<file path="src/shared/dbpt_pkg.sv">
package dbpt_pkg;
    // clock and analog timing, picoseconds
    localparam int TCK_PS = 8000;
    localparam int TRAS_PS = 45000;
    localparam int TRP_PS = 12500;
    localparam int TRC_PS = 57500;
    localparam int TRTP_PS = 7500;
    localparam int TWR_PS = 15000;
    // least times round up to whole clocks
    localparam int TRAS_CYC = (TRAS_PS + TCK_PS - 1) / TCK_PS;
    localparam int TRP_CYC = (TRP_PS + TCK_PS - 1) / TCK_PS;
    localparam int TRC_CYC = (TRC_PS + TCK_PS - 1) / TCK_PS;
    localparam int TRTP_CYC = (TRTP_PS + TCK_PS - 1) / TCK_PS;
    localparam int TWR_CYC = (TWR_PS + TCK_PS - 1) / TCK_PS;
    localparam int RTP2_CYC = (TRTP_CYC > 2) ? TRTP_CYC : 2;
    // mode register defaults
    localparam int DEF_AL = 0;
    localparam int DEF_CL = 5;
    localparam int DEF_BL = 4;
    localparam int DEF_WR = 6;
    localparam int NUM_BANKS = 8;
    localparam int BANK_W = 3;
    localparam int CNT_W = 8;
    localparam int BL8_PREFETCH_OFS = 2;
    localparam int AP_FLOOR_CYC = 2;

    typedef enum logic [1:0] {
        OP_ACT = 2'h0,
        OP_READ = 2'h1,
        OP_WRITE = 2'h2,
        OP_PRE = 2'h3
    } dbpt_op_e;

    typedef enum logic [3:0] {
        BK_IDLE = 4'h1,
        BK_OPEN = 4'h2,
        BK_AUTO = 4'h4,
        BK_PRECH = 4'h8
    } dbpt_bank_e;

    function automatic logic [CNT_W-1:0] cmax(input logic [CNT_W-1:0] a, input logic [CNT_W-1:0] b);
        cmax = (a > b) ? a : b;
    endfunction
endpackage

</file>
<file path="src/shared/dbpt_cmd_if.sv">
`timescale 1ns/1ps
interface dbpt_cmd_if;
    import dbpt_pkg::*;
    logic cmdValid;
    dbpt_op_e cmdOp;
    logic [BANK_W-1:0] cmdBank;
    logic cmdA10;
    modport device(input cmdValid, input cmdOp, input cmdBank, input cmdA10);
    modport ctrl(output cmdValid, output cmdOp, output cmdBank, output cmdA10);
endinterface

</file>
<file path="src/verilog/dbpt_bank_sched.sv">
`timescale 1ns/1ps
// Operation
// - write to precharge: WL+BL/2+write recovery
// - never precharge before write recovery ends
// - explicit precharge uses analog tWR, rounded
// - close active bank before opening another row
// - A10 low: bank stays open after burst
// - A10 high: auto close enabled
// - read auto close at AL+BL/2 edge
// - unmet tRAS or tRTP delays auto close
// - tRP counts from actual internal start
// - read auto close to activate: AL+(2)+tRTP+tRP
// - internal close two clocks after last prefetch
// - reactivate after tRP and tRC both
// - read close starts CL before burst end
// - write close after data, WR, tRAS
// - write auto close: tDAL and tRC
// - lockout delays auto close until restore
// - read to precharge: AL+BL/2+max(RTP,2)-2
// - read-precharge time rounded up to clocks
// - A10 high closes all, else one bank
// - precharges need one clock between them
module dbpt_bank_sched
    import dbpt_pkg::*;
#(
    parameter int AL = DEF_AL,
    parameter int CL = DEF_CL,
    parameter int BL = DEF_BL,
    parameter int WR = DEF_WR
) (
    input wire logic clk,
    input wire logic rst_n,
    input wire logic reqValid,
    input wire dbpt_op_e reqOp,
    input wire logic [BANK_W-1:0] reqBank,
    input wire logic reqAutoClose,
    output logic reqReady,
    output logic reqError,
    output logic issued,
    dbpt_cmd_if.ctrl link
);
    localparam int PF = (BL == 8) ? BL8_PREFETCH_OFS : 0;
    localparam int WL = AL + CL - 1;
    // spacings to the next legal edge, minus one for the countdown
    localparam logic [CNT_W-1:0] RD_PRE_M1 = CNT_W'(AL + BL / 2 + RTP2_CYC - 2 - 1);
    localparam logic [CNT_W-1:0] WR_PRE_M1 = CNT_W'(WL + BL / 2 + TWR_CYC - 1);
    localparam int RDAP_A = AL + PF + TRTP_CYC + TRP_CYC;
    localparam int RDAP_B = AL + BL / 2 + TRP_CYC;
    localparam int RDAP_C = AL + PF + AP_FLOOR_CYC + TRP_CYC;
    localparam int RDAP_AB = (RDAP_A > RDAP_B) ? RDAP_A : RDAP_B;
    localparam logic [CNT_W-1:0] RDAP_ACT_M1 = CNT_W'(((RDAP_AB > RDAP_C) ? RDAP_AB : RDAP_C) - 1);
    localparam logic [CNT_W-1:0] WRAP_ACT_M1 = CNT_W'(WL + BL / 2 + WR + TRP_CYC - 1);
    localparam logic [CNT_W-1:0] RAS_M1 = CNT_W'(TRAS_CYC - 1);
    localparam logic [CNT_W-1:0] RC_M1 = CNT_W'(TRC_CYC - 1);
    localparam logic [CNT_W-1:0] RP_M1 = CNT_W'(TRP_CYC - 1);
    localparam logic [CNT_W-1:0] RP_C = CNT_W'(TRP_CYC);

    if (!(BL == 4 || BL == 8) || AL > 6 || CL < 3 || CL > 7 || WR < 2 || WR > 8) begin : g_bad
        $error("dbpt_bank_sched: unsupported mode settings");
    end

    // every countdown must fit the counter, or a spacing wraps short
    if (WL + BL / 2 + WR + TRP_CYC >= (1 << CNT_W) || TRC_CYC >= (1 << CNT_W)) begin : g_narrow
        $error("dbpt_bank_sched: spacing too long for counters");
    end

    if (NUM_BANKS != (1 << BANK_W)) begin : g_banks
        $error("dbpt_bank_sched: bank count must match bank address width");
    end

    ////////////////////////////////////////////////////////////////////////
    // single pending slot; ready comes back one cycle after issue
    logic pend_reg;
    dbpt_op_e pOp_reg;
    logic [BANK_W-1:0] pBank_reg;
    logic pA10_reg;
    logic [NUM_BANKS-1:0] openVec;
    logic [NUM_BANKS-1:0] preZero;
    logic [NUM_BANKS-1:0] actZero;

    wire accept = reqValid && reqReady;
    wire isCol = pOp_reg == OP_READ || pOp_reg == OP_WRITE;
    wire curOpen = openVec[pBank_reg];
    wire curPreOk = preZero[pBank_reg];
    wire curActOk = actZero[pBank_reg];
    wire allPreOk = &preZero;
    wire badReq = pend_reg && ((pOp_reg == OP_ACT && curOpen) || (isCol && !curOpen));
    wire preOk = pA10_reg ? allPreOk : curPreOk;
    wire legal = (pOp_reg == OP_ACT) ? curActOk : ((pOp_reg == OP_PRE) ? preOk : 1'b1);
    wire issue = pend_reg && !badReq && legal;
    wire pendNext = accept ? 1'b1 : ((issue || badReq) ? 1'b0 : pend_reg);

    always_ff @(posedge clk) begin
        if (!rst_n) begin
            pend_reg <= 1'b0;
            pOp_reg <= OP_ACT;
            pBank_reg <= 3'h0;
            pA10_reg <= 1'b0;
        end else begin
            pend_reg <= pendNext;
            if (accept) begin
                pOp_reg <= reqOp;
                pBank_reg <= reqBank;
                pA10_reg <= reqAutoClose;
            end
        end
    end

    always_ff @(posedge clk) begin
        if (!rst_n) begin
            reqReady <= 1'b0;
            reqError <= 1'b0;
            issued <= 1'b0;
        end else begin
            reqReady <= !pendNext;
            reqError <= badReq;
            issued <= issue;
        end
    end

    ////////////////////////////////////////////////////////////////////////
    // precharge back to back needs no gap beyond the slot itself
    always_ff @(posedge clk) begin
        if (!rst_n) begin
            link.cmdValid <= 1'b0;
            link.cmdOp <= OP_ACT;
            link.cmdBank <= 3'h0;
            link.cmdA10 <= 1'b0;
        end else begin
            link.cmdValid <= issue;
            link.cmdOp <= pOp_reg;
            link.cmdBank <= pBank_reg;
            link.cmdA10 <= pA10_reg;
        end
    end

    ////////////////////////////////////////////////////////////////////////
    // per-bank countdowns: zero means the command may go this edge
    for (genvar b = 0; b < NUM_BANKS; b++) begin : g_bank
        logic [CNT_W-1:0] preBlk_reg;
        logic [CNT_W-1:0] actBlk_reg;
        logic open_reg;
        logic [CNT_W-1:0] preNext;
        logic [CNT_W-1:0] actNext;
        logic openNext;
        wire hit = issue && pBank_reg == BANK_W'(b);
        wire preHit = issue && pOp_reg == OP_PRE && (pA10_reg || pBank_reg == BANK_W'(b));
        wire [CNT_W-1:0] preDec = (preBlk_reg == 8'h00) ? 8'h00 : preBlk_reg - 8'h01;
        wire [CNT_W-1:0] actDec = (actBlk_reg == 8'h00) ? 8'h00 : actBlk_reg - 8'h01;
        // tRAS may hold the auto close, so tRP runs from that later start
        wire [CNT_W-1:0] rasThenRp = preDec + RP_C;
        // auto close loads, ras-limited start folded in
        wire [CNT_W-1:0] rdActLoad = cmax(RDAP_ACT_M1, rasThenRp);
        wire [CNT_W-1:0] wrActLoad = cmax(WRAP_ACT_M1, rasThenRp);

        assign openVec[b] = open_reg;
        assign preZero[b] = preBlk_reg == 8'h00;
        assign actZero[b] = actBlk_reg == 8'h00;

        always_comb begin
            preNext = preDec;
            actNext = actDec;
            openNext = open_reg;
            if (hit) begin
                case (pOp_reg)
                    OP_ACT: begin
                        preNext = RAS_M1;
                        actNext = RC_M1;
                        openNext = 1'b1;
                    end
                    OP_READ: begin
                        preNext = cmax(preDec, RD_PRE_M1);
                        if (pA10_reg) begin
                            actNext = cmax(actDec, rdActLoad);
                            openNext = 1'b0;
                        end
                    end
                    OP_WRITE: begin
                        preNext = cmax(preDec, WR_PRE_M1);
                        if (pA10_reg) begin
                            actNext = cmax(actDec, wrActLoad);
                            openNext = 1'b0;
                        end
                    end
                    default: ;
                endcase
            end
            if (preHit && open_reg) begin
                actNext = cmax(actDec, RP_M1);
                openNext = 1'b0;
            end
        end

        always_ff @(posedge clk) begin
            if (!rst_n) begin
                preBlk_reg <= 8'h00;
                actBlk_reg <= 8'h00;
                open_reg <= 1'b0;
            end else begin
                preBlk_reg <= preNext;
                actBlk_reg <= actNext;
                open_reg <= openNext;
            end
        end
    end
endmodule

</file>
<file path="src/flat_wrapper.sv">
// flat-port wrapper written by rule: the top's interface ports become plain ports
module dbpt_bank_sched_flat import dbpt_pkg::*;
#(
    parameter int AL = DEF_AL,
    parameter int CL = DEF_CL,
    parameter int BL = DEF_BL,
    parameter int WR = DEF_WR
)
  (clk, rst_n, reqValid, reqOp, reqBank, reqAutoClose, reqReady, reqError, issued, link_cmdValid, link_cmdOp, link_cmdBank, link_cmdA10);
  dbpt_cmd_if link_i ();
  input wire logic clk;
  input wire logic rst_n;
  input wire logic reqValid;
  input wire dbpt_op_e reqOp;
  input wire logic [BANK_W-1:0] reqBank;
  input wire logic reqAutoClose;
  output logic reqReady;
  output logic reqError;
  output logic issued;
  output wire logic [$bits(link_i.cmdValid)-1:0] link_cmdValid;
  output wire logic [$bits(link_i.cmdOp)-1:0] link_cmdOp;
  output wire logic [$bits(link_i.cmdBank)-1:0] link_cmdBank;
  output wire logic [$bits(link_i.cmdA10)-1:0] link_cmdA10;
  assign link_cmdValid = link_i.cmdValid;
  assign link_cmdOp = link_i.cmdOp;
  assign link_cmdBank = link_i.cmdBank;
  assign link_cmdA10 = link_i.cmdA10;
  dbpt_bank_sched #(.AL(AL), .CL(CL), .BL(BL), .WR(WR)) u_core (.clk(clk), .rst_n(rst_n), .reqValid(reqValid), .reqOp(reqOp), .reqBank(reqBank), .reqAutoClose(reqAutoClose), .reqReady(reqReady), .reqError(reqError), .issued(issued), .link(link_i));
endmodule
</file>
<file path="config.mk">
export PLATFORM = sky130hd
export DESIGN_NAME = dbpt_bank_sched_flat
export DESIGN_NICKNAME = d
export VERILOG_FILES = /design/src/shared/dbpt_pkg.sv /design/src/shared/dbpt_cmd_if.sv /design/src/verilog/dbpt_bank_sched.sv /design/src/flat_wrapper.sv
export SDC_FILE = /design/constraint.sdc
export NUM_CORES = 1
export LEC_CHECK = 0
export BUFFER_PORTS_ARGS = -buffer_cell sky130_fd_sc_hd__buf_2
export CORE_ASPECT_RATIO = 1.25
export CORE_MARGIN = 2
export CORE_UTILIZATION = 66
export DETAILED_ROUTE_END_ITERATION = 8
export PLACE_DENSITY_LB_ADDON = 0.3
export SLEW_MARGIN = 0
export SYNTH_ARGS = -nofsm -noshare
export SYNTH_HDL_FRONTEND = slang
export SYNTH_SLANG_ARGS = --single-unit
</file>
<file path="constraint.sdc">
create_clock -name clk -period 7.25 [get_ports clk]
set_input_delay 1.0875 -clock clk [delete_from_list [all_inputs] [get_ports clk]]
set_output_delay 1.0875 -clock clk [all_outputs]
set_load 0.05 [all_outputs]
</file>
Word-level counts from Yosys, hierarchy flattened
Index checks and enable logic that the tools add are counted.
{"block": "totals", "mem_count": 0, "input_bits": 9, "reg_bits": 152, "latchBits": 0, "romBits": 0, "ramBits": 0}
{"block": "classes", "bitwise_logic": 1, "muxes": 141, "eq_ne": 11, "n_div": 0, "n_addsub": 24, "reduce_logical": 82, "n_shift": 0, "magnitude_cmp": 57, "mul": 0}
{"cell": "$mux W8", "n": 112}
{"cell": "$pmux W8 S3", "n": 16}
{"cell": "$gt A8 B1 Y1 const B", "n": 16}
{"cell": "$gt A8 B8 Y1", "n": 16}
{"cell": "$logic_not A8 Y1", "n": 16}
{"cell": "$sub A8 B1 Y8 const B", "n": 16}
{"cell": "$add A8 B2 Y8 const B", "n": 8}
{"cell": "$gt A2 B8 Y1 const A", "n": 8}
{"cell": "$gt A4 B8 Y1 const A", "n": 8}
{"cell": "$gt A8 B3 Y1 const B", "n": 8}
{"cell": "$logic_and A1 B1 Y1", "n": 31}
{"cell": "$reduce_and A3 Y1", "n": 8}
{"cell": "$reduce_or A2 Y1", "n": 9}
{"cell": "$eq A3 B3 Y1 const B", "n": 4}
{"cell": "$logic_or A1 B1 Y1", "n": 11}
{"cell": "$bmux W1 S3", "n": 3}
{"cell": "$mux W1", "n": 9}
{"cell": "$reduce_and A8 Y1", "n": 1}
{"cell": "$eq A3 B2 Y1 const B", "n": 2}
{"cell": "$eq A2 B2 Y1 const B", "n": 2}
{"cell": "$lt A3 B4 Y1 const B", "n": 1}
{"cell": "$eq A3 B1 Y1 const B", "n": 1}
{"cell": "$logic_not A1 Y1", "n": 3}
{"cell": "$logic_not A3 Y1", "n": 1}
{"cell": "6 further kinds", "n": 6}

Longest topological paths before layout
{"block": "depth", "ltp_word": 13, "ltp_mapped": 25, "ltp_nobuf": 22}

Worst setup path before layout
Ideal clock, no wire load.
{"block": "synth_timing", "path_kind": "register to register", "from": "register u_core.g_bank[1].preBlk_reg[2]", "to": "register u_core.g_bank[1].actBlk_reg[1]", "stages_incl_launch_ff": 23, "t_required_ns": 7.134, "setup_slack_ns": 1.786, "arrival_ns": 5.347, "path_cell_list": "dfxtp_1 > nor4_1 > and2_1 > clkbuf_1 > or2_2 > clkbuf_1 > inv_1 > ha_1 > buf_1 > or4_1 > o2111ai_1 > nor4b_2 > o22ai_2 > nor3_1 > or2_2 > ha_1 > nand4_1 > nor2_1 > o311ai_1 > or2_2 > nor4_1 > or4_1 > o211a_1"}
{"block": "synth_between", "elab_chain_cells": 11, "elab_cells_between_ends": 28}
{"item": "start: declaration", "line": "dbpt_bank_sched.sv:140", "rtl": "logic [CNT_W-1:0] preBlk_reg;"}
{"item": "start signal: assignment", "line": "dbpt_bank_sched.sv:200", "rtl": "preBlk_reg <= preNext;"}
{"item": "$sub A8 B1 Y8 or $logic_not A8 Y1 (tied branches)", "line": "dbpt_bank_sched.sv:148, dbpt_bank_sched.sv:157"}
{"item": "$mux W8 or $bmux W1 S3 (tied branches)", "line": "dbpt_bank_sched.sv:148, dbpt_bank_sched.sv:84"}
{"item": "$add A8 B2 Y8 or $mux W1 (tied branches)", "line": "dbpt_bank_sched.sv:151, dbpt_bank_sched.sv:84"}
{"item": "$gt A4 B8 Y1, or another cell as far along", "line": "dbpt_pkg.sv:42", "rtl": "cmax = (a > b) ? a : b;"}
{"item": "$mux W8 or $mux W1 (tied branches)", "line": "dbpt_pkg.sv:42, dbpt_bank_sched.sv:89"}
{"item": "$gt A8 B8 Y1 or $mux W1 (tied branches)", "line": "dbpt_pkg.sv:42, dbpt_bank_sched.sv:89"}
{"item": "$mux W8 or $logic_and A1 B1 Y1 (tied branches)", "line": "dbpt_pkg.sv:42, dbpt_bank_sched.sv:90"}
{"item": "$mux W8, or another cell as far along", "line": "dbpt_bank_sched.sv:180", "rtl": "if (pA10_reg) begin"}
{"item": "$pmux W8 S3 or $logic_and A1 B1 Y1 (tied branches)", "line": "dbpt_bank_sched.sv:165, dbpt_bank_sched.sv:147"}
{"item": "$mux W8 or $logic_and A1 B1 Y1 (tied branches)", "line": "dbpt_bank_sched.sv:164, dbpt_bank_sched.sv:188"}
{"item": "$mux W8 (*)", "line": "dbpt_bank_sched.sv:188", "rtl": "if (preHit && open_reg) begin"}
{"item": "end signal: assignment", "line": "dbpt_bank_sched.sv:201", "rtl": "actBlk_reg <= actNext;"}
{"item": "end: declaration", "line": "dbpt_bank_sched.sv:141", "rtl": "logic [CNT_W-1:0] actBlk_reg;"}
Every way passes the cells marked *; elsewhere a longest branch is shown, timed or not. The select of a mux whose other input is x is not followed.
A chain may end at the register's enable or synchronous reset.

Final worst setup path
{"block": "layout_timing", "from": "register u_core.g_bank[1].preBlk_reg[0]", "to": "register u_core.g_bank[1].actBlk_reg[1]"}
The elaborated chain is that of the path after synthesis.

==> impl_metrics.toml <==
[sta]
skew_ns = 0.01376
maxSlewViolCount = 0
fmax_mhz = 168.7
tightest_slew_ns = 1.171
rsz0062_at_grt = "no"
post-route-period-util = 0.8178
hold_ws_ns = 0.4801
hold_viol = 0
slew-limit-headroom = 0.2133
setup_viol = 0
tns_ns = 0
fin_crit_ns = 5.929

[global_routing]
track_usage = 0.3517
grt_pass1_vias = 15670
antenna_found_initial = 0
grt_pass1_wl_mm = 74.96
grt_max_degree = 57
grt-ovfl-total = 0

[floorplanning]
fp-row-count = 64
core-area_um2 = 24340
dieArea_um2 = 25890
boundaryPins = 19
die_x_um = 144.3
die_h_um = 179.4
start_util = 0.6673

[finish]
nets = 2310
synthToLayoutAreaGrowth_pct = 4.891
drive_gt1_frac = 0.07407
diodes = 0

[clock_tree]
clockBufferDepth = 2
cts_tree = "done"
cts_setup_buffers = 0
cts-root-buf = "clkbuf_16"
clk_latency_ns = 0.45
path_clk_slew_ns = 0.07
cts-htree-levels = 4
cts_buffers = 17
cts-resized-gates = 0
cts_num_sinks = 152
cts_hold_buffers = 0

[placement]
hpwlAfterDp_mm = 34.49
io_buffers = 18
gp_congestion = 0.9458

[route]
drtIter0Drc = 1437
antenna_left = 0
viasPerCell = 6.769
drc = 0
wl_per_cell_um = 19.06
wl_mm = 46.95
vias = 16670
firstDrtPassIters = 6

[yosys]
syn-mean-instance-area_um2 = 7.545
synth_top_area_frac = 0.1873
synth_top_area_cell = "dfxtp_1"
synth_cell_types = 102
async_flop_share = 0
syn-num-nets = 2343
ys.flop_type = "dfxtp_1"
syn_inst = 2153
seq_area_frac_synth = 0.1873
synth-seq-cells = 152
syn_area_um2 = 16240
synth_area_leaders = "dfxtp_1 (19%), ha_1 (14%), nor2_1 (5.3%), a21oi_1 (4.5%), nand2_1 (3.4%)"
yosysWarnings = 0
synth_edf_count = 0

[setup_path]
crit_required_ns = 7.60
crit_chain = "inv_1 -> ha_1 -> nor3b_1 -> and2_1 -> or2_2 -> inv_1 -> ha_1 -> or4_1 -> o2111ai_1 -> nor4b_2 -> o22ai_2 -> nor3_1 -> or2_2 -> ha_1 -> nand4_1 -> nor2_1 -> o311ai_1 -> or2_2 -> nor4_1 -> or4_1 -> o211a_1"
cp-end-kind = "flop"
crit_fanout = 10
worstPathArrival_ns = 6.27
cp-start-kind = "flop"
max_stage_delay_ns = 0.87
crit_type = "flop to flop"
cp_slowest_cell = "o311ai_1"

[outcome]
status = "finished, final reports clean"

[run]
drv_cap = 0

[min_path]
hold_class = "flop to flop"
==> cell usage after synthesis (9+ instances only) <==
master,n
o31ai_1,14
inv_1,125
o21ai_0,105
mux2_2,13
o221a_2,9
or3_1,19
a211oi_1,29
o22ai_1,19
o31a_1,14
nor2b_1,40
or4_1,27
ha_1,181
xnor2_1,53
and3_1,16
a21oi_1,147
o211ai_1,18
nor3b_1,27
or2_2,24
o22a_1,10
o21a_1,28
nor4_1,42
mux2i_1,40
nand2_1,145
nand4_1,35
nor2_1,231
dfxtp_1,152
nand3_1,58
clkbuf_1,64
a221oi_1,12
o211a_1,13
o2111ai_1,11
and2_1,25
o41ai_1,11
xor2_1,43
nor3_1,83
a21o_1,27
nand2b_1,35
a31oi_1,32
==> worst max-delay path, delay by kind of cell (launching register included) <==
kind	cells	cell delay, ns
AO/OA/AOI/OAI	4	1.51
buffers and inverters	2	0.20
adder cells (fa/ha/maj)	3	0.76
AND/OR/NAND/NOR	12	2.98
flip-flops	1	0.38
==> cells by family after synthesis <==
family / after synthesis / share of synthesized area
fa+ha+maj: 181 / 0.1394
simple gates: 858 / 0.2780
buf+inv: 213 / 0.05553
flops: 152 / 0.1873
compound gates: 599 / 0.2529
xor+xnor: 96 / 0.05176
mux: 54 / 0.03505
==> cell usage in the layout (no fill, tap or decap), drive strengths merged, types with 32 or more instances in the layout <==
cell type,Yosys,routed
nor2,231,231
a21oi,148,148
mux2i,40,40
nand3,58,58
a31oi,32,32
nor3,84,84
nor4,47,47
buf,13,33
nand2b,35,35
xor2,43,43
ha,181,181
o21ai,112,112
nand4,35,35
xnor2,53,53
nor2b,40,40
dfxtp,152,152
nand2,146,146
inv,126,133
==> layer usage <==
layer  global-route usage  share of wire  vias to the layer above  wire (um)
met4               0.1767          0.047                        0       2198
li1                     -              -                     7933          -
met5                    0              0                        -          0
met1               0.4296           0.41                     7830      19160
met2               0.5937           0.47                      738      22100
met3              0.05487          0.075                      170       3503
==> through the flow <==
stage / instance area (um^2) / utilization / worst slack (ns) / cells
floorplan: 16240 / - / 1.786 / 2153
global placement: 16460 / 0.6761 / 1.562 / 2431
finish: 17040 / 0.6999 / 1.321 / 2463
detailed placement: 16460 / 0.6761 / 1.472 / 2431
CTS: 17040 / 0.6999 / 1.444 / 2463
global route: 17040 / 0.6999 / 0.7667 / 2463
==> final timing paths <==
kind	end	slack (ns)	start	cells past startpoint
worst max-delay path	u_core.g_bank[1].actBlk_reg[1]	1.32	u_core.g_bank[1].preBlk_reg[0]	21
worst min-delay path	u_core.reqError	0.48	u_core.pend_reg	2
worst max register to register	u_core.g_bank[1].actBlk_reg[1]	1.32	u_core.g_bank[1].preBlk_reg[0]	21
worst min register to register	u_core.reqError	0.48	u_core.pend_reg	2
==> layout make-up <==
class                      count  area [um^2]
timing repair buffer          33        202.7
clock inverter                14        140.1
tap                          330        412.9
clock buffer                  18        439.2
inverter                     128        480.5
sequential                   152         3043
multi-input combinational   1788        12320
fill                        2114         7305
Power is not shown: default switching activity piles up to over one toggle a cycle in this logic, so the estimate is an artifact.
